## config.mk

```make
export PLATFORM = sky130hd
export DESIGN_NAME = rrp_ctrl
export DESIGN_NICKNAME = d
export VERILOG_FILES = /design/src/rrp_pkg.sv /design/src/rrp_ctrl.sv
export SDC_FILE = /design/constraint.sdc
export NUM_CORES = 1
export LEC_CHECK = 0
export ABC_CLOCK_PERIOD_IN_PS = 5500
export BUFFER_PORTS_ARGS = -buffer_cell sky130_fd_sc_hd__buf_2
export CORE_AREA = 5 5 148 185
export DETAILED_ROUTE_END_ITERATION = 7
export DIE_AREA = 0 0 153 190
export PLACE_DENSITY_LB_ADDON = 0.1
export SYNTH_ARGS = -nofsm -noshare
export SYNTH_HDL_FRONTEND = slang
export SYNTH_SLANG_ARGS = --single-unit
```

## constraint.sdc

```tcl
create_clock -name i_clk -period 5.5 [get_ports i_clk]
set_input_delay 0.825 -clock i_clk [delete_from_list [all_inputs] [get_ports i_clk]]
set_output_delay 0.825 -clock i_clk [all_outputs]
set_load 0.05 [all_outputs]
```

## src/rrp_pkg.sv

```systemverilog
// Constants and enumerations for the radio remote pairing controller
package rrp_pkg;
    localparam longint       CLK_HZ         = 50_000_000;
    localparam longint       IDLE_S         = 3600;
    localparam longint       AUTO_S         = 600;
    localparam longint       SETUP_S        = 30;
    localparam longint       HOLD_MS        = 2000;
    localparam logic [39:0]  IDLE_CYC       = 40'(IDLE_S * CLK_HZ);
    localparam logic [39:0]  AUTO_CYC       = 40'(AUTO_S * CLK_HZ);
    localparam logic [39:0]  SETUP_CYC      = 40'(SETUP_S * CLK_HZ);
    localparam logic [39:0]  HOLD_CYC       = 40'((HOLD_MS * CLK_HZ) / 1000);
    localparam int           TW             = 40;
    localparam int           NBTN           = 10;
    localparam int           NSHIFT         = 8;
    localparam int           NOUT           = 19;
    localparam int           IDW            = 32;
    localparam int           FLW            = 25;
    localparam int           FL_FAST_BIT    = 21;
    localparam int           FL_SLOW_BIT    = 24;
    localparam logic [1:0]   PW_LAST        = 2'h3;
    localparam logic [NBTN-1:0] BTN_ONE     = 10'h001;
    localparam logic [NBTN-1:0] BTN_FOUR    = 10'h008;
    localparam logic [NBTN-1:0] BTN_FIVE    = 10'h010;

    typedef enum logic [2:0] {
        RX_RUN   = 3'b000,
        RX_ARM   = 3'b001,
        RX_REQ   = 3'b010,
        RX_SETUP = 3'b011,
        RX_TOUT  = 3'b100
    } rrp_rx_t;

    typedef enum logic [2:0] {
        CF_IDLE  = 3'b000,
        CF_OFF   = 3'b001,
        CF_BOTH  = 3'b010,
        CF_ON    = 3'b011,
        CF_CFG   = 3'b100,
        CF_PWOK  = 3'b101,
        CF_MODE  = 3'b110
    } rrp_cf_t;

    typedef enum logic [1:0] {
        MD_ONOFF  = 2'b00,
        MD_SECURE = 2'b01,
        MD_AUTO   = 2'b10
    } rrp_mode_t;

    // Password digits 3,1,4,2 as one-hot button masks
    function automatic logic [NBTN-1:0] rrp_pw_mask(input logic [1:0] idx);
        case (idx)
            2'h0:    rrp_pw_mask = 10'h004;
            2'h1:    rrp_pw_mask = 10'h001;
            2'h2:    rrp_pw_mask = 10'h008;
            default: rrp_pw_mask = 10'h002;
        endcase
    endfunction
endpackage

```

## src/rrp_ctrl.sv

```systemverilog
// Receiver control: output mapping, timers, setup, pairing and startup modes
// Operation
// RULE1: Buttons one to ten drive output channels one to ten.
// RULE2: With shift held, buttons one to eight drive channels eleven to eighteen.
// RULE3: Held power-on button acts as shift once the transmitter is on.
// RULE4: One hour without presses shuts down and clears all outputs.
// RULE5: Any button press, power included, reloads the full one hour timer.
// RULE6: Config mode needs off held, on held, off released, on released.
// RULE7: Setup held long enough switches status lamp from slow to fast flash.
// RULE8: Release after fast flash enters setup: status solid green, link lamp off.
// RULE9: Setup mode times out after thirty seconds without a pairing code.
// RULE10: After timeout link and status flash red fast until setup requested.
// RULE11: Power-on in config mode sends identity code to receiver in setup.
// RULE12: After download the transmitter battery and active lamps go out.
// RULE13: Accepted identity code switches link lamp from green to red; here it goes from off in setup to red.
// RULE14: Once paired only traffic with matching identity code is accepted; config and mode frames are still taken from any near transmitter.
// RULE15: New identity code accepted only from a transmitter in close proximity.
// RULE16: At power-up emergency-halt and link lamps red, status lamp green.
// RULE17: Mode settings accepted only after buttons 3,1,4,2 then power-on.
// RULE18: Exactly three startup and shutdown modes are selectable.
// RULE19: Nineteen output channels, each may be factory set as input.
// RULE20: On/off mode deasserts outputs whenever the link is lost.
// RULE21: Secure mode turns on after 3,1,4,2 plus power; off on link loss.
// RULE22: Auto mode turns off on link loss or ten idle minutes.
// RULE23: All timers run from one clock; reset clears modes and timers.
// RULE24: Identity code and startup mode kept in non-volatile storage.
`timescale 1ns/1ps
`default_nettype none
module rrp_ctrl
    import rrp_pkg::*;
#(
    parameter logic [rrp_pkg::TW-1:0] P_IDLE_CYC  = rrp_pkg::IDLE_CYC,
    parameter logic [rrp_pkg::TW-1:0] P_AUTO_CYC  = rrp_pkg::AUTO_CYC,
    parameter logic [rrp_pkg::TW-1:0] P_SETUP_CYC = rrp_pkg::SETUP_CYC,
    parameter logic [rrp_pkg::TW-1:0] P_HOLD_CYC  = rrp_pkg::HOLD_CYC
)(
    input  wire logic                     i_clk,
    input  wire logic                     i_rst,
    input  wire logic                     i_rx_valid,
    input  wire logic [rrp_pkg::IDW-1:0]  i_rx_id,
    input  wire logic [rrp_pkg::NBTN-1:0] i_rx_btn,
    input  wire logic                     i_rx_shift,
    input  wire logic                     i_rx_pwr_on,
    input  wire logic                     i_rx_pwr_off,
    input  wire logic                     i_rx_pair,
    input  wire logic                     i_rx_near,
    input  wire logic                     i_link_ok,
    input  wire logic                     i_setup_btn,
    input  wire logic [rrp_pkg::NOUT-1:0] i_in_mask,
    input  wire logic [rrp_pkg::IDW-1:0]  i_nv_id,
    input  wire logic                     i_nv_paired,
    input  wire logic [1:0]               i_nv_mode,
    output logic      [rrp_pkg::NOUT-1:0] o_out,
    output logic                          o_nv_wr,
    output logic      [rrp_pkg::IDW-1:0]  o_nv_id,
    output logic      [1:0]               o_nv_mode,
    output logic                          o_estop_red,
    output logic                          o_link_red,
    output logic                          o_link_green,
    output logic                          o_status_red,
    output logic                          o_status_green,
    output logic                          o_tx_cfg_mode,
    output logic                          o_tx_lamps_on
);
    import rrp_pkg::*;

    typedef struct packed {
        rrp_rx_t            st;
        rrp_cf_t            cf;
        logic [1:0]         cpw;
        logic [1:0]         spw;
        rrp_mode_t          mode;
        logic [IDW-1:0]     id;
        logic               paired;
        logic               loaded;
        logic               sys_on;
        logic [NBTN-1:0]    btn;
        logic               pon;
        logic               poff;
        logic [TW-1:0]      idle;
        logic [TW-1:0]      tmr;
        logic [FLW-1:0]     fl;
        logic [NOUT-1:0]    outs;
        logic               nv_wr;
        logic               dl_done;
        logic               link_seen;
    } rrp_st_t;

    rrp_st_t         s_q;
    rrp_st_t         s_d;
    logic            own;
    logic            any_rx;
    logic [NBTN-1:0] press;
    logic            pon_press;
    logic            poff_press;
    logic            shift;
    logic [NOUT-1:0] map;
    logic [TW-1:0]   idle_lim;

    // Frame qualification
    assign any_rx     = i_rx_valid && i_rx_near;
    assign own        = i_rx_valid && s_q.paired && (i_rx_id == s_q.id);  // RULE14
    assign press      = i_rx_btn & ~s_q.btn;
    assign pon_press  = i_rx_pwr_on && !s_q.pon;
    assign poff_press = i_rx_pwr_off && !s_q.poff;
    assign shift      = i_rx_shift || (s_q.sys_on && i_rx_pwr_on);  // RULE3
    assign idle_lim   = (s_q.mode == MD_AUTO) ? P_AUTO_CYC : P_IDLE_CYC;  // RULE22

    // Button to channel map
    genvar k;
    generate
        for (k = 0; k < NOUT; k++)
        begin : g_map
            if (k < NSHIFT)
            begin : g_lo
                assign map[k] = i_rx_btn[k] && !shift;  // RULE2
            end
            else if (k < NBTN)
            begin : g_mid
                assign map[k] = i_rx_btn[k];  // RULE1
            end
            else if (k < NBTN + NSHIFT)
            begin : g_hi
                assign map[k] = i_rx_btn[k-NBTN] && shift;  // RULE2
            end
            else
            begin : g_top
                assign map[k] = 1'b1;
            end
        end
    endgenerate

    always_comb
    begin
        s_d       = s_q;
        s_d.fl    = s_q.fl + 1'b1;
        s_d.nv_wr = 1'b0;

        // Non-volatile contents restored after reset
        if (!s_q.loaded)
        begin
            s_d.loaded = 1'b1;  // RULE24
            s_d.id     = i_nv_id;
            s_d.paired = i_nv_paired;
            s_d.mode   = (i_nv_mode == MD_SECURE) ? MD_SECURE :
                         (i_nv_mode == MD_AUTO) ? MD_AUTO : MD_ONOFF;  // RULE18
        end

        // Transmitter configuration sequence tracking
        if (any_rx)
        begin
            case (s_q.cf)
                CF_IDLE:
                begin
                    if (i_rx_pwr_off && !i_rx_pwr_on)
                        s_d.cf = CF_OFF;  // RULE6
                end
                CF_OFF:
                begin
                    if (!i_rx_pwr_off)
                        s_d.cf = CF_IDLE;
                    else if (i_rx_pwr_on)
                        s_d.cf = CF_BOTH;
                end
                CF_BOTH:
                begin
                    if (!i_rx_pwr_on)
                        s_d.cf = CF_IDLE;
                    else if (!i_rx_pwr_off)
                        s_d.cf = CF_ON;
                end
                CF_ON:
                begin
                    if (i_rx_pwr_off)
                        s_d.cf = CF_IDLE;
                    else if (!i_rx_pwr_on)
                    begin
                        s_d.cf  = CF_CFG;
                        s_d.cpw = 2'h0;
                    end
                end
                CF_CFG:
                begin
                    if (press == rrp_pw_mask(s_q.cpw))
                        s_d.cpw = s_q.cpw + 1'b1;  // RULE17
                    else if (press != '0)
                        s_d.cpw = 2'h0;
                    if (press == rrp_pw_mask(PW_LAST) && s_q.cpw == PW_LAST)
                        s_d.cf = CF_PWOK;
                end
                CF_PWOK:
                begin
                    if (pon_press)
                        s_d.cf = CF_MODE;  // RULE17
                    else if (press != '0)
                    begin
                        s_d.cf  = CF_CFG;
                        s_d.cpw = 2'h0;
                    end
                end
                CF_MODE:
                begin
                    if (press != '0)
                    begin
                        s_d.cf  = CF_IDLE;
                        s_d.cpw = 2'h0;  // RULE21
                        if (press == BTN_ONE || press == BTN_FOUR || press == BTN_FIVE)
                        begin
                            s_d.mode  = (press == BTN_FOUR) ? MD_SECURE :
                                        (press == BTN_FIVE) ? MD_AUTO : MD_ONOFF;  // RULE18
                            s_d.nv_wr = 1'b1;  // RULE24
                        end
                    end
                end
                default: s_d.cf = CF_IDLE;
            endcase
            if (poff_press && s_q.cf >= CF_CFG)
                s_d.cf = CF_IDLE;
        end

        // Setup and pairing sequence
        case (s_q.st)
            RX_RUN, RX_TOUT:
            begin
                if (i_setup_btn)
                begin
                    s_d.st  = RX_ARM;
                    s_d.tmr = '0;
                end
            end
            RX_ARM:
            begin
                s_d.tmr = s_q.tmr + 1'b1;
                if (!i_setup_btn)
                    s_d.st = RX_RUN;
                else if (s_q.tmr >= P_HOLD_CYC - 1'b1)
                    s_d.st = RX_REQ;  // RULE7
            end
            RX_REQ:
            begin
                if (!i_setup_btn)
                begin
                    s_d.st      = RX_SETUP;  // RULE8
                    s_d.tmr     = '0;
                    s_d.sys_on  = 1'b0;
                    s_d.dl_done = 1'b0;
                end
            end
            RX_SETUP:
            begin
                s_d.tmr = s_q.tmr + 1'b1;
                if (any_rx && i_rx_pair && s_q.cf == CF_CFG && pon_press)  // RULE11 RULE15
                begin
                    s_d.id        = i_rx_id;
                    s_d.paired    = 1'b1;
                    s_d.nv_wr     = 1'b1;  // RULE24
                    s_d.dl_done   = 1'b1;  // RULE12
                    s_d.link_seen = 1'b0;  // RULE13
                    s_d.cf        = CF_IDLE;
                    s_d.st        = RX_RUN;
                end
                else if (s_q.tmr >= P_SETUP_CYC - 1'b1)
                    s_d.st = RX_TOUT;  // RULE9
            end
            default: s_d.st = RX_RUN;
        endcase

        // Operating frames from the paired transmitter
        if (s_q.st != RX_SETUP && s_q.st != RX_REQ)
        begin
            s_d.idle = s_q.idle + 1'b1;
            if (own)
            begin
                s_d.btn       = i_rx_btn;
                s_d.pon       = i_rx_pwr_on;
                s_d.poff      = i_rx_pwr_off;
                s_d.link_seen = 1'b1;
                if (press != '0 || pon_press || poff_press)
                    s_d.idle = '0;  // RULE5
                if (press != '0)
                    s_d.spw = (press == rrp_pw_mask(s_q.spw)) ? s_q.spw + 1'b1 : 2'h0;
                if (pon_press && s_q.cf < CF_CFG)
                begin
                    if (s_q.mode != MD_SECURE || s_q.spw == '0 && s_q.btn == '0 &&
                        press == '0 && s_q.cpw == PW_LAST)
                        s_d.sys_on = 1'b1;
                    s_d.spw = 2'h0;
                end
                if (poff_press)
                    s_d.sys_on = 1'b0;
            end
            else if (any_rx)
            begin
                s_d.btn  = i_rx_btn;
                s_d.pon  = i_rx_pwr_on;
                s_d.poff = i_rx_pwr_off;
            end
            // Secure start: password completed then power pressed
            if (own && pon_press && s_q.mode == MD_SECURE && s_q.spw == '0 && s_q.cf < CF_CFG)
                s_d.sys_on = s_q.sys_on;
            if (own && press == rrp_pw_mask(PW_LAST) && s_q.spw == PW_LAST)
                s_d.cpw = PW_LAST;
            if (own && pon_press && s_q.mode == MD_SECURE && s_q.cpw == PW_LAST && s_q.cf < CF_CFG)
            begin
                s_d.sys_on = 1'b1;  // RULE21
                s_d.cpw    = 2'h0;
            end
            if (s_d.idle >= idle_lim)
                s_d.sys_on = 1'b0;  // RULE4 RULE22
        end

        if (!i_link_ok)
        begin
            s_d.sys_on    = 1'b0;  // RULE20 RULE21 RULE22
            s_d.link_seen = 1'b0;
        end

        // Outputs only follow frames from the paired transmitter
        s_d.outs = (s_d.sys_on && s_d.st != RX_SETUP) ? (own ? map : s_q.outs) : '0;  // RULE4 RULE14 RULE19
    end

    always_ff @(posedge i_clk)
    begin
        if (i_rst)
        begin
            s_q        <= '0;  // RULE23
            s_q.st     <= RX_RUN;
            s_q.cf     <= CF_IDLE;
            s_q.mode   <= MD_ONOFF;
        end
        else
            s_q <= s_d;
    end

    // Outputs and lamps
    assign o_out          = s_q.outs & ~i_in_mask;  // RULE19
    assign o_nv_wr        = s_q.nv_wr;
    assign o_nv_id        = s_q.id;
    assign o_nv_mode      = s_q.mode;
    assign o_estop_red    = !s_q.sys_on;  // RULE16
    assign o_link_red     = (s_q.st == RX_TOUT) ? s_q.fl[FL_FAST_BIT] :  // RULE10
                            (s_q.st == RX_RUN || s_q.st == RX_ARM) && !s_q.link_seen;  // RULE13 RULE16
    assign o_link_green   = (s_q.st == RX_RUN || s_q.st == RX_ARM) && s_q.link_seen;
    assign o_status_red   = (s_q.st == RX_TOUT) && s_q.fl[FL_FAST_BIT];  // RULE10
    assign o_status_green = (s_q.st == RX_ARM)   ? s_q.fl[FL_SLOW_BIT] :  // RULE7
                            (s_q.st == RX_REQ)   ? s_q.fl[FL_FAST_BIT] :
                            (s_q.st == RX_SETUP) ? 1'b1 :  // RULE8
                            (s_q.st == RX_RUN);  // RULE16
    assign o_tx_cfg_mode  = (s_q.cf >= CF_CFG);
    assign o_tx_lamps_on  = !s_q.dl_done;  // RULE12
endmodule
`default_nettype wire

```

Word-level counts from Yosys, hierarchy flattened. Index checks and enable logic that the tools add are counted.

Add/sub/neg operators: 5. Order comparisons: 5. Equality and inequality tests: 34. Multiplexer cells: 88. Bitwise operators: 6. Reductions and logical operators: 78.

Operators with widths (count): $mux W40 (5); $pmux W40 S3 (1); $add A40 B1 Y40 const B (2); $mux W33 (2); $mux W3 (18); $mux W53 (1); $mux W10 (5); $logic_and A1 B1 Y1 (45); $ge A40 B27 Y1 const B (1); $ge A40 B31 Y1 const B (1); $ge A40 B38 Y1 (1); $mux W38 (1); $mux W2 (18); $mux W36 (1); $eq A32 B32 Y1 (1); $add A25 B1 Y25 const B (1); $mux W12 (2); $pmux W4 S3 (2); $mux W1 (23); $pmux W3 S7 (1); $eq A10 B10 Y1 (2); $logic_not A10 Y1 (2); $mux W5 (4); $and A19 B19 Y19 (1); other kinds (33) (75).

Register bits after elaboration: 186. Output and inout bits: 61. Word-level logic and storage cells: 235.

Depth between registers and ports, before layout. Gate-level depths: netlist of run 1.

Depth after elaboration: 18. Depth in mapped cells: 19. Mapped depth without buffers: 17.

Least setup slack after synthesis of run 1. OpenSTA, ideal clock, no wires.

Kind: input-to-reg. Start: in i_rx_id[17] (netlist bit). End: reg s_q[21] (netlist bit). Setup time: 131 ps. Arrival: 4124 ps. Required time: 5369 ps. Setup slack: 1244 ps. Stages on the path: 17. Path buffers: 2. Path through: xnor2_1 nand4_1 nor4_1 nand3_1 nor2_1 clkbuf_1 nor2_1 ha_1 nand2_1 o31ai_1 o211a_1 a211oi_1 or4b_1 a31oi_1 o21a_2 buf_12 a211oi_2.

Cells in the longest elaborated chain, start to end: 14. Elaborated cells on any way between the ends: 20. Those cells by class: 1 x order compare; 1 x eq/ne; 8 x mux; 1 x bitwise; 9 x reduce/logical.

Ends and longest elaborated chain: from (decl) (RTL line rrp_ctrl.sv:40) `input wire logic [rrp_pkg::IDW-1:0] i_rx_id,`; $eq A32 B32 Y1 * (RTL line rrp_ctrl.sv:102) `assign own = i_rx_valid && s_q.paired && (i_rx_id == s_q.id);`; $logic_and A1 B1 Y1 * (RTL line rrp_ctrl.sv:102); branches (longest 12 deep; another with $ge A40 B38 Y1); to (decl) (RTL line rrp_ctrl.sv:89) `rrp_st_t s_q;`.

Mark *: on every way between the ends. The select of a mux whose other input is x is not followed. A chain may end at the register's enable or synchronous reset.

Final worst setup path of run 1.
Start: reg s_q[91] (netlist bit). End: reg s_q[12] (netlist bit).

Cells in the longest elaborated chain, start to end: 11.

Ends and longest elaborated chain: $add A40 B1 Y40 * (RTL line rrp_ctrl.sv:271) `s_d.idle = s_q.idle + 1'b1;`; $mux W40 (RTL line rrp_ctrl.sv:278) `if (press != '0 || pon_press || poff_press)`; $mux W40 * (RTL line rrp_ctrl.sv:272) `if (own)`; $mux W40 * (RTL line rrp_ctrl.sv:269) `if (s_q.st != RX_SETUP && s_q.st != RX_REQ)`; $ge A40 B38 Y1 * (RTL line rrp_ctrl.sv:308) `if (s_d.idle >= idle_lim)`; $mux W1 * (RTL line rrp_ctrl.sv:308); $mux W53 * (RTL line rrp_ctrl.sv:269); $mux W1 * (RTL line rrp_ctrl.sv:312) `if (!i_link_ok)`; $logic_and A1 B1 Y1 * (RTL line rrp_ctrl.sv:319) `s_d.outs = (s_d.sys_on && s_d.st != RX_SETUP) ? (own ? map : s_q.outs) : '0;`; $not A1 Y1 (no source line) *; $reduce_or A2 Y1 (no source line) *.

Every way passes the cells marked *; elsewhere a longest branch is shown, timed or not. The select of a mux whose other input is x is not followed.

==> results of run 1 <==
-- layout by cell type, fill, tap and decap left out, types with 7 or more instances in the layout --
cell type and count:
xnor2_1 71, nor2_1 183, a21oi_1 112, a211oi_1 38
nor3_1 30, inv_1 32, nor4_1 12, or3b_2 7
a211oi_2 7, nor3_2 12, a31oi_1 7, ha_1 29
and3_1 24, and4_1 12, nor2b_1 31, xor2_1 42
nand3_1 50, and2_1 9, buf_2 165, nand3b_1 10
buf_4 15, nand2b_1 9, clkbuf_16 17, nand4_1 40
or3_1 30, mux2i_1 42, dfxtp_1 185, o21ai_0 55
nand2_1 123
-- worst max-delay path: cells and delay by family, from the launching register on --
kind,cells,cell delay (ns)
AOI/OAI and AO/OA,5,1.22
xor gates and xnor gates,1,0.19
DFF,1,0.53
and+or+nand+nor,8,2.19
adders and majority gates,1,0.31
-- routing by layer --
metal	share of wire, %	global-route usage (%)	vias up	wire (µm)
li1	-	-	5017	-
met1	46	24.0	4455	12700
met2	48	32.0	173	13200
met3	5.2	4.39	30	1430
met4	1.4	5.25	2	382
met5	0.025	0	-	7
-- how the worst max path moves through the flow --
| stage | start | end |
|---|---|---|
| finish | s_q[91]$_SDFFE_PP0P_ | s_q[12]$_SDFFE_PP0N_ |
| global route | s_q[87]$_SDFFE_PP0P_ | s_q[16]$_SDFFE_PP0N_ |
| CTS | s_q[91]$_SDFFE_PP0P_ | s_q[6]$_SDFFE_PP0N_ |
| detailed placement | i_rx_id[16] | s_q[6]$_SDFFE_PP0N_ |
| global placement | i_rx_id[17] | s_q[4]$_SDFFE_PP0N_ |
| floorplan | i_rx_id[17] | s_q[21]$_SDFFE_PP0N_ |
-- area by class of cell --
| type | count | area [µm²] | area share (%) |
|---|---|---|---|
| Inverter | 32 | 120 | 0.969 |
| Timing Repair Buffer | 180 | 938 | 7.57 |
| Clock inverter | 14 | 216 | 1.75 |
| Sequential cell | 186 | 3720 | 30.0 |
| Clock buffer | 18 | 439 | 3.54 |
| Multi-Input combinational cell | 1056 | 6540 | 52.7 |
| Tap cell | 340 | 425 | 3.43 |
-- power groups by stage --
stage / Clock, µW / Combinational, µW / Sequential, µW
2_1_floorplan: 0 / 209 / 1420
4_1_cts: 1420 / 280 / 1390
6_report: 1380 / 277 / 1400
5_1_grt: 1480 / 303 / 1400
3_5_place_dp: 0 / 279 / 1430
3_3_place_gp: 0 / 277 / 1430
-- kinds of logic (layout without fill, tap and decap cells) --
group | count (synthesis) | after routing | synth area share (%)
multiplexers | 42 | 42 | 3.83
XOR/XNOR | 113 | 113 | 9.02
buffers and inverters | 144 | 244 | 6.57
AO/OA/AOI/OAI | 259 | 259 | 14.6
adder cells (fa/ha/maj) | 29 | 29 | 3.31
flip-flops | 186 | 186 | 33.9
AND/OR/NAND/NOR | 613 | 613 | 28.7
-- synthesized netlist by cell type (4+ instances only) --
library cell / count / area share [%]
buf_2: 7 / 0.32
a211oi_1: 38 / 2.6
or2_2: 4 / 0.23
nand4b_1: 5 / 0.40
mux2i_1: 42 / 3.8
buf_4: 37 / 2.5
nand3_1: 51 / 2.3
nor3b_1: 5 / 0.34
ha_1: 29 / 3.3
nand2b_1: 9 / 0.51
or3b_2: 7 / 0.56
a21oi_1: 112 / 5.1
and3_1: 24 / 1.4
a31oi_1: 7 / 0.40
a211oi_2: 7 / 0.80
nand4_1: 40 / 2.3
nand3b_1: 10 / 0.68
o21ai_0: 56 / 2.6
clkbuf_1: 64 / 2.2
nor2b_1: 32 / 1.8
nor3_1: 30 / 1.4
a22oi_1: 4 / 0.27
nor2_1: 183 / 6.3
dfxtp_1: 186 / 34
and4_1: 12 / 0.96
inv_1: 32 / 1.1
nor4_1: 12 / 0.68
nor3_2: 12 / 1.1
xor2_1: 42 / 3.4
or3_1: 30 / 1.7
and2_1: 9 / 0.51
nand2_1: 123 / 4.2
xnor2_1: 71 / 5.7
-- sequential cells by signal, indices dropped and copies added, names as in the netlist --
register and count:
s_q 151, o_nv_id 32, o_nv_mode 2, o_nv_wr 1
-- per-stage QoR --
step	area, µm²	cells	power (µW)
after detailed placement	11700	1794	1700
after global routing	12400	1826	3180
after global placement	11700	1794	1700
after CTS	12400	1826	3090
after floorplan	11000	1386	1630
final	12400	1826	3050
==> impl_metrics.env, run 1 <==
export IMPL_hold_viol=0
export IMPL_grt_pass1_wl_um=45600
export IMPL_worst_slew_margin_rel_pct=23.2
export IMPL_worstSetupStartpointType="flip-flop"
export IMPL_viasPerCell=5.30
export IMPL_fin_nets=1608
export IMPL_hold_buffers=0
export IMPL_fmax_mhz=218
export IMPL_placement_io_buffers=166
export IMPL_die_w_um=153
export IMPL_htree_levels=4
export IMPL_ios=167
export IMPL_critPathSlowestCell="nor4_1"
export IMPL_core_rowCount=66
export IMPL_cts_setup_buffers=0
export IMPL_core_um2=25600
export IMPL_hold_depth=1
export IMPL_antenna_found_initial=1
export IMPL_hp_class="reg2reg"
export IMPL_grt_pass1_vias=9149
export IMPL_min_to="s_q[22]$_SDFF_PP0_"
export IMPL_worst_r2r_endpoint="s_q[12]$_SDFFE_PP0N_"
export IMPL_ant_nets=0
export IMPL_cp_end_kind="flip-flop"
export IMPL_initial_core_util_pct=42.8
export IMPL_p_int_uw=2300
export IMPL_r2r_start="s_q[91]$_SDFFE_PP0P_"
export IMPL_clk_pin_slew_ns=0.07
export IMPL_fin_worst_skew_ns=0.0101
export IMPL_die_y_um=190
export IMPL_synth_area_per_cell_um2=7.91
export IMPL_vias=9677
export IMPL_dr_pass1_iters=5
export IMPL_holdCritStartpoint="s_q[22]$_SDFF_PP0_"
export IMPL_drc=0
export IMPL_finalCritPeriodShare_pct=83.4
export IMPL_arrival_ns=4.88
export IMPL_worst_path_max_fanout=20
export IMPL_ys_warn_count=0
export IMPL_fin_ws_ns=0.914
export IMPL_finalSetupViolCount=0
export IMPL_numClockSinks=186
export IMPL_whs_ns=0.453
export IMPL_critPathMaxStageDelay_ns=0.65
export IMPL_gp_congestion=0.805
export IMPL_run_status="finished clean"
export IMPL_switchingPower_uw=753
export IMPL_p_per_area_nw_per_um2=246
export IMPL_syn_area_um2=11000
export IMPL_pwr_share_comb_pct=9.1
export IMPL_finalSetupTns_ns=0
export IMPL_num_antenna_cells=0
export IMPL_dp_hpwl_um=19700
export IMPL_syn_to_final_growth_pct=13.1
export IMPL_maxCapViolCount=0
export IMPL_wl_um=27700
export IMPL_clk_path_buf_depth=2
export IMPL_p_leak_uw=0.00465
export IMPL_syn_inst=1386
export IMPL_slew_violations=0
export IMPL_seq_power_share_pct=45.7
export IMPL_ys_async_sr_fraction_pct=0
export IMPL_dpl_worst_slack_ns=0.560
export IMPL_drt_initial_drc_count=479
export IMPL_synthDistinctLibCells=70
export IMPL_syn_num_nets=1521
export IMPL_drive_above_1_share_pct=17.6
export IMPL_grt_total_usage_pct=18.8
export IMPL_synth_seq_area_share_pct=33.9
export IMPL_synth_seq_cells=186
export IMPL_crit_chain="nand4_1, nor4_1, and3_1, nand3_1, xor2_1, nor2_1, ha_1, nand2_1, o31ai_1, o211a_1, a211oi_1, or4b_1, a31oi_1, o21a_2, nor3_2"
export IMPL_dieArea_um2=29100
export IMPL_clkPwrFrac_pct=45.2
export IMPL_fillers=2635
export IMPL_grt_setup_unrepaired="no"
export IMPL_crit_required_ns=5.80
export IMPL_globalRouteOverflowTotal=0
export IMPL_critPathKind="reg2reg"
export IMPL_synth_ff_type="dfxtp_1"
export IMPL_reg2reg_setup_slack_ns=0.91
export IMPL_tritoncts="built"
export IMPL_post_route_util_pct=48.4
export IMPL_tightest_slew_ns=1.15
export IMPL_root_buffer="clkbuf_16"
export IMPL_grt_max_degree=83
export IMPL_ir_worst_vdd_mv=0.220
export IMPL_cts_resized=0
export IMPL_synth_edf_count=0
export IMPL_numCtsBuffers=17
export IMPL_wire_per_inst_um=15.2
export IMPL_clock_latency_ns=0.44
export IMPL_reg2reg_depth=15
export IMPL_switching_share_pct=24.7
export IMPL_fin_crit_ns=4.59
Power figures use the tool's default switching activity.
==> inputs of run 2 (changes only) <==
--- a/config.mk
+++ b/config.mk
@@ -5,7 +5,7 @@
 export SDC_FILE = /design/constraint.sdc
 export NUM_CORES = 1
 export LEC_CHECK = 0
-export ABC_CLOCK_PERIOD_IN_PS = 5500
+export ABC_CLOCK_PERIOD_IN_PS = 4700
 export BUFFER_PORTS_ARGS = -buffer_cell sky130_fd_sc_hd__buf_2
 export CORE_AREA = 5 5 148 185
 export DETAILED_ROUTE_END_ITERATION = 7
==> constraint.sdc (replaced) <==
create_clock -name i_clk -period 4.7 [get_ports i_clk]
set_input_delay 0.705 -clock i_clk [delete_from_list [all_inputs] [get_ports i_clk]]
set_output_delay 0.705 -clock i_clk [all_outputs]
set_load 0.05 [all_outputs]
==> run 2 against run 1 <==
Effect of this change:
- non-clock buffer count up 10
- sequential share of layout area up 0.052 points
- fmax up 8.3%
- sequential cell count unchanged
- cell count up 0.60%
==> impl_metrics.env, run 2 (synthesized netlist as in run 1, its figures left out) <==
export IMPL_run_status="finished clean"
export IMPL_switching_share_pct=26.0
export IMPL_r2r_start="s_q[87]$_SDFFE_PP0P_"
export IMPL_syn_to_final_growth_pct=12.9
export IMPL_numClockSinks=186
export IMPL_whs_ns=0.451
export IMPL_dieArea_um2=29100
export IMPL_wl_um=27700
export IMPL_crit_required_ns=5.05
export IMPL_gp_congestion=0.831
export IMPL_drt_initial_drc_count=389
export IMPL_worst_path_max_fanout=19
export IMPL_core_um2=25600
export IMPL_slew_violations=0
export IMPL_ios=167
export IMPL_reg2reg_setup_slack_ns=0.46
export IMPL_hp_class="reg2reg"
export IMPL_cts_setup_buffers=0
export IMPL_seq_power_share_pct=49.4
export IMPL_worst_slew_margin_rel_pct=22.8
export IMPL_worstSetupStartpointType="flip-flop"
export IMPL_maxCapViolCount=0
export IMPL_hold_buffers=0
export IMPL_switchingPower_uw=860
export IMPL_arrival_ns=4.58
export IMPL_die_y_um=190
export IMPL_clk_pin_slew_ns=0.07
export IMPL_root_buffer="clkbuf_16"
export IMPL_regMostFlops="s_q"
export IMPL_fmax_mhz=236
export IMPL_p_per_area_nw_per_um2=267
export IMPL_grt_pass1_wl_um=46000
export IMPL_vias=9790
export IMPL_viasPerCell=5.33
export IMPL_critPathKind="reg2reg"
export IMPL_fin_worst_skew_ns=0.00970
export IMPL_cp_end_kind="flip-flop"
export IMPL_largest_reg_flops=151
export IMPL_fin_nets=1618
export IMPL_core_rowCount=66
export IMPL_cts_resized=0
export IMPL_pwr_share_comb_pct=9.8
export IMPL_reg2reg_depth=17
export IMPL_finalSetupViolCount=0
export IMPL_ir_worst_vdd_mv=0.232
export IMPL_layout_common_cells="dfxtp_1 (185), nor2_1 (183), buf_2 (165)"
export IMPL_drc=0
export IMPL_antenna_found_initial=0
export IMPL_tightest_slew_ns=1.16
export IMPL_wire_per_inst_um=15.1
export IMPL_grt_pass1_vias=9408
export IMPL_htree_levels=4
export IMPL_grt_total_usage_pct=18.9
export IMPL_p_leak_uw=0.00463
export IMPL_clock_latency_ns=0.44
export IMPL_placement_io_buffers=166
export IMPL_grt_setup_unrepaired="no"
export IMPL_endpoint="s_q[15]$_SDFFE_PP0N_"
export IMPL_startpoint="s_q[87]$_SDFFE_PP0P_"
export IMPL_dr_pass1_iters=4
export IMPL_ant_nets=0
export IMPL_numCtsBuffers=17
export IMPL_clkPwrFrac_pct=40.8
export IMPL_fin_crit_ns=4.24
export IMPL_finalSetupTns_ns=0
export IMPL_p_int_uw=2440
export IMPL_dp_cells=1804
export IMPL_grt_max_degree=64
export IMPL_finalCritPeriodShare_pct=90.1
export IMPL_fin_cells=1837
export IMPL_worst_r2r_endpoint="s_q[15]$_SDFFE_PP0N_"
export IMPL_die_w_um=153
export IMPL_dp_hpwl_um=20100
export IMPL_clk_path_buf_depth=2
export IMPL_drive_above_1_share_pct=18.0
export IMPL_globalRouteOverflowTotal=0
export IMPL_tritoncts="built"
export IMPL_final_common_cell="dfxtp_1"
export IMPL_initial_core_util_pct=42.8
export IMPL_hold_viol=0
==> run 2: cell types whose count changed in the layout (fill, tap and decap cells not counted), moves of 2 or more <==
cell        previous run  this run
buf_4                 15        24
bufinv_16              5         0
clkinvlp_4             1         5
clkbuf_8               1         3
clkbuf_1               0         2
inv_6                  3         0
==> run 2: layout make-up <==
cell class	count	area, µm²
inverter	32	120
timing repair buffer	190	1030
antenna	1	2.50
fill	2652	13200
clock buffer	22	474
multi-input combinational	1056	6540
clock inverter	10	70.1
sequential	186	3720
tap	340	425
==> run 2: worst min path at each step <==
stage / slack [ns] / from / to / cells past startpoint
floorplan: 0.41 / s_q[22]$_SDFF_PP0_ / s_q[22]$_SDFF_PP0_ / 1
detailed placement: 0.44 / s_q[22]$_SDFF_PP0_ / s_q[22]$_SDFF_PP0_ / 1
finish: 0.45 / s_q[22]$_SDFF_PP0_ / s_q[22]$_SDFF_PP0_ / 1
global route: 0.47 / s_q[22]$_SDFF_PP0_ / s_q[22]$_SDFF_PP0_ / 1
CTS: 0.45 / s_q[22]$_SDFF_PP0_ / s_q[22]$_SDFF_PP0_ / 1
global placement: 0.43 / s_q[22]$_SDFF_PP0_ / s_q[22]$_SDFF_PP0_ / 1
==> run 2: per-layer routing <==
layer / track usage [%] / part of all wire, % / routed length, µm / vias up
li1: - / - / - / 5019
met1: 23.2 / 46 / 12600 / 4564
met2: 32.6 / 48 / 13200 / 169
met3: 4.46 / 4.8 / 1330 / 38
met4: 6.24 / 1.9 / 530 / 0
met5: 0 / 0 / 0 / -
==> run 2: power by group through the flow <==
stage / clock [µW] / sequential (µW) / combinational [µW]
after global routing: 1450 / 1640 / 356
after floorplan: 0 / 1660 / 244
after detailed placement: 0 / 1670 / 327
final: 1350 / 1630 / 325
after CTS: 1390 / 1630 / 329
after global placement: 0 / 1670 / 325
==> run 2: worst max-delay path, stage by stage (launching register included) <==
cell and delay (ns):
dfxtp_1 0.44, ha_1 0.31, and3_1 0.34, nand3_2 0.14, nor4_2 0.38, nand2_1 0.11
nor3_1 0.28, and3_1 0.32, nand3_1 0.13, xor2_1 0.19, nor2_1 0.07, ha_1 0.31
a21o_1 0.16, a221oi_1 0.23, nand3b_1 0.19, nand3_2 0.08, buf_4 0.24, a211oi_2 0.20
==> run 2: through the flow <==
| step | cell area (µm²) | utilization [%] | power (µW) | worst slack [ns] |
|---|---|---|---|---|
| 2_1_floorplan | 11000 | - | 1900 | 0.564 |
| 3_3_place_gp | 11800 | 46.2 | 1990 | 0.375 |
| 3_5_place_dp | 11800 | 46.2 | 2000 | 0.189 |
| 4_1_cts | 12400 | 48.3 | 3350 | 0.446 |
| 5_1_grt | 12400 | 48.3 | 3440 | 0.133 |
| 6_report | 12400 | 48.4 | 3300 | 0.464 |
==> inputs of run 3 (changes only) <==
--- a/config.mk
+++ b/config.mk
@@ -7,9 +7,10 @@
 export LEC_CHECK = 0
 export ABC_CLOCK_PERIOD_IN_PS = 4700
 export BUFFER_PORTS_ARGS = -buffer_cell sky130_fd_sc_hd__buf_2
-export CORE_AREA = 5 5 148 185
+export CORE_AREA = 5 5 178 222
 export DETAILED_ROUTE_END_ITERATION = 7
-export DIE_AREA = 0 0 153 190
+export DIE_AREA = 0 0 183 227
+export GPL_ROUTABILITY_DRIVEN = 0
 export PLACE_DENSITY_LB_ADDON = 0.1
 export SYNTH_ARGS = -nofsm -noshare
 export SYNTH_HDL_FRONTEND = slang
==> run 3 against run 2 <==
Effect of this change:
- register-to-register slack improved by 0.11 ns
- largest cell class unchanged
- non-clock buffer count increased by 7
- worst hold slack got worse by 0.0057 ns
- design area increased by 2.1%
- critical endpoint is now s_q[21]$_SDFFE_PP0N_
- largest power group unchanged
==> impl_metrics.env, run 3 (synthesized netlist as in run 1, its figures left out) <==
export IMPL_fin_nets=1625
export IMPL_reg2reg_setup_slack_ns=0.58
export IMPL_fin_worst_skew_ns=0.00982
export IMPL_dpl_worst_slack_ns=0.0983
export IMPL_numCtsBuffers=17
export IMPL_grt_busiest_layer="met2"
export IMPL_core_um2=37100
export IMPL_dieArea_um2=41500
export IMPL_initial_core_util_pct=29.6
export IMPL_ios=167
export IMPL_run_status="finished clean"
export IMPL_fmax_mhz=243
export IMPL_slew_violations=0
export IMPL_design_area_um2=12600
export IMPL_switching_share_pct=26.3
export IMPL_fin_cells=1987
export IMPL_use_met2_pct=26.5
export IMPL_wl_um=31400
export IMPL_grt_pass1_vias=9397
export IMPL_vias=9844
export IMPL_clkPwrFrac_pct=42.6
export IMPL_hp_class="reg2reg"
export IMPL_die_y_um=227
export IMPL_p_int_uw=2530
export IMPL_worst_path_max_fanout=19
export IMPL_maxCapViolCount=0
export IMPL_critPathKind="reg2reg"
export IMPL_hold_buffers=0
export IMPL_seq_power_share_pct=47.6
export IMPL_finalCritPeriodShare_pct=87.7
export IMPL_cts_setup_buffers=0
export IMPL_dp_hpwl_um=22900
export IMPL_grt_setup_unrepaired="no"
export IMPL_holdCritStartpoint="s_q[22]$_SDFF_PP0_"
export IMPL_grt_total_usage_pct=15.0
export IMPL_tritoncts="built"
export IMPL_dr_pass1_iters=5
export IMPL_worst_slew_margin_rel_pct=27.3
export IMPL_drt_initial_drc_count=636
export IMPL_pwr_share_comb_pct=9.8
export IMPL_ant_nets=0
export IMPL_drive_above_1_share_pct=18.3
export IMPL_root_buffer="clkbuf_16"
export IMPL_worstSetupStartpointType="flip-flop"
export IMPL_reg2reg_depth=17
export IMPL_arrival_ns=4.49
export IMPL_crit_required_ns=5.07
export IMPL_worst_r2r_endpoint="s_q[21]$_SDFFE_PP0N_"
export IMPL_layout_common_cells="dfxtp_1 (185), nor2_1 (183), buf_2 (165)"
export IMPL_placed_area_um2=12100
export IMPL_grt_use_met1_pct=19.2
export IMPL_die_w_um=183
export IMPL_dp_cells=1957
export IMPL_ir_worst_vdd_mv=0.227
export IMPL_syn_to_final_growth_pct=15.2
export IMPL_use_met3_pct=2.80
export IMPL_clock_latency_ns=0.45
export IMPL_r2r_start="s_q[88]$_SDFFE_PP0P_"
export IMPL_tightest_slew_ns=1.09
export IMPL_final_common_cell="dfxtp_1"
export IMPL_switchingPower_uw=902
export IMPL_grt_max_degree=72
export IMPL_fillers=3997
export IMPL_hold_viol=0
export IMPL_largest_reg_flops=151
export IMPL_numClockSinks=186
export IMPL_min_to="s_q[22]$_SDFF_PP0_"
export IMPL_num_antenna_cells=0
export IMPL_p_per_area_nw_per_um2=271
export IMPL_finalSetupTns_ns=0
export IMPL_cp_end_kind="flip-flop"
export IMPL_drc=0
export IMPL_antenna_found_initial=1
export IMPL_fin_ws_ns=0.578
export IMPL_placement_io_buffers=166
export IMPL_hold_depth=1
export IMPL_cts_resized=0
export IMPL_core_rowCount=79
export IMPL_viasPerCell=4.95
export IMPL_clk_pin_slew_ns=0.07
export IMPL_regMostFlops="s_q"
export IMPL_grt_pass1_wl_um=50600
export IMPL_finalSetupViolCount=0
export IMPL_htree_levels=4
export IMPL_clk_path_buf_depth=2
export IMPL_wire_per_inst_um=15.8
export IMPL_p_leak_uw=0.00468
export IMPL_globalRouteOverflowTotal=0
export IMPL_fin_crit_ns=4.12
-- run 3: area by class of cell --
| class | count | area [µm²] | share of cell area [%] |
|---|---|---|---|
| well taps | 486 | 608 | 4.81 |
| clock inverters | 10 | 119 | 0.941 |
| clock buffers | 20 | 447 | 3.54 |
| multi-input cells | 1056 | 6540 | 51.7 |
| inverters | 32 | 120 | 0.951 |
| flip-flops and latches | 186 | 3720 | 29.5 |
| repair buffers | 197 | 1080 | 8.54 |
-- run 3: worst max-delay path by stage --
stage,start,to,cells after the start
6_report,s_q[88]$_SDFFE_PP0P_,s_q[21]$_SDFFE_PP0N_,17
5_1_grt,s_q[88]$_SDFFE_PP0P_,s_q[4]$_SDFFE_PP0N_,17
4_1_cts,o_nv_id[14]$_SDFF_PP0_,s_q[21]$_SDFFE_PP0N_,19
3_5_place_dp,i_rx_id[14],s_q[21]$_SDFFE_PP0N_,20
3_3_place_gp,i_rx_id[14],s_q[21]$_SDFFE_PP0N_,20
2_1_floorplan,i_rx_id[17],s_q[21]$_SDFFE_PP0N_,17
-- run 3: per-layer routing --
metal  vias up  share of wire (%)
met2       144                 50
li1       5038                  -
met4         2               0.80
met5         -              0.022
met3        17                3.2
met1      4643                 46
-- run 3: power groups by stage --
| stage | Clock, µW | Sequential (µW) | Combinational [µW] |
|---|---|---|---|
| 3_5_place_dp | 0 | 1670 | 340 |
| 6_report | 1460 | 1630 | 335 |
| 2_1_floorplan | 0 | 1660 | 244 |
| 3_3_place_gp | 0 | 1670 | 339 |
| 4_1_cts | 1530 | 1630 | 341 |
| 5_1_grt | 1580 | 1640 | 367 |
-- run 3: critical path: stages (launching register included) --
cell and delay [ns]:
dfxtp_1 0.39, ha_1 0.30, and3_1 0.34, nand3_2 0.14
nor4_2 0.37, nand2_1 0.11, nor3_1 0.26, and3_1 0.33
nand3_1 0.14, xor2_1 0.19, nor2_1 0.07, ha_1 0.31
a21o_1 0.16, a221oi_1 0.22, nand3b_1 0.20, nand3_2 0.09
buf_4 0.24, a211oi_2 0.17
-- run 3: metrics by stage --
stage / total power [µW] / utilization, % / hold slack, ns
floorplan: 1900 / - / 0.413
global placement: 2010 / 32.6 / 0.429
detailed placement: 2010 / 32.6 / 0.433
CTS: 3500 / 34.1 / 0.444
global route: 3590 / 34.1 / 0.486
finish: 3430 / 34.1 / 0.445
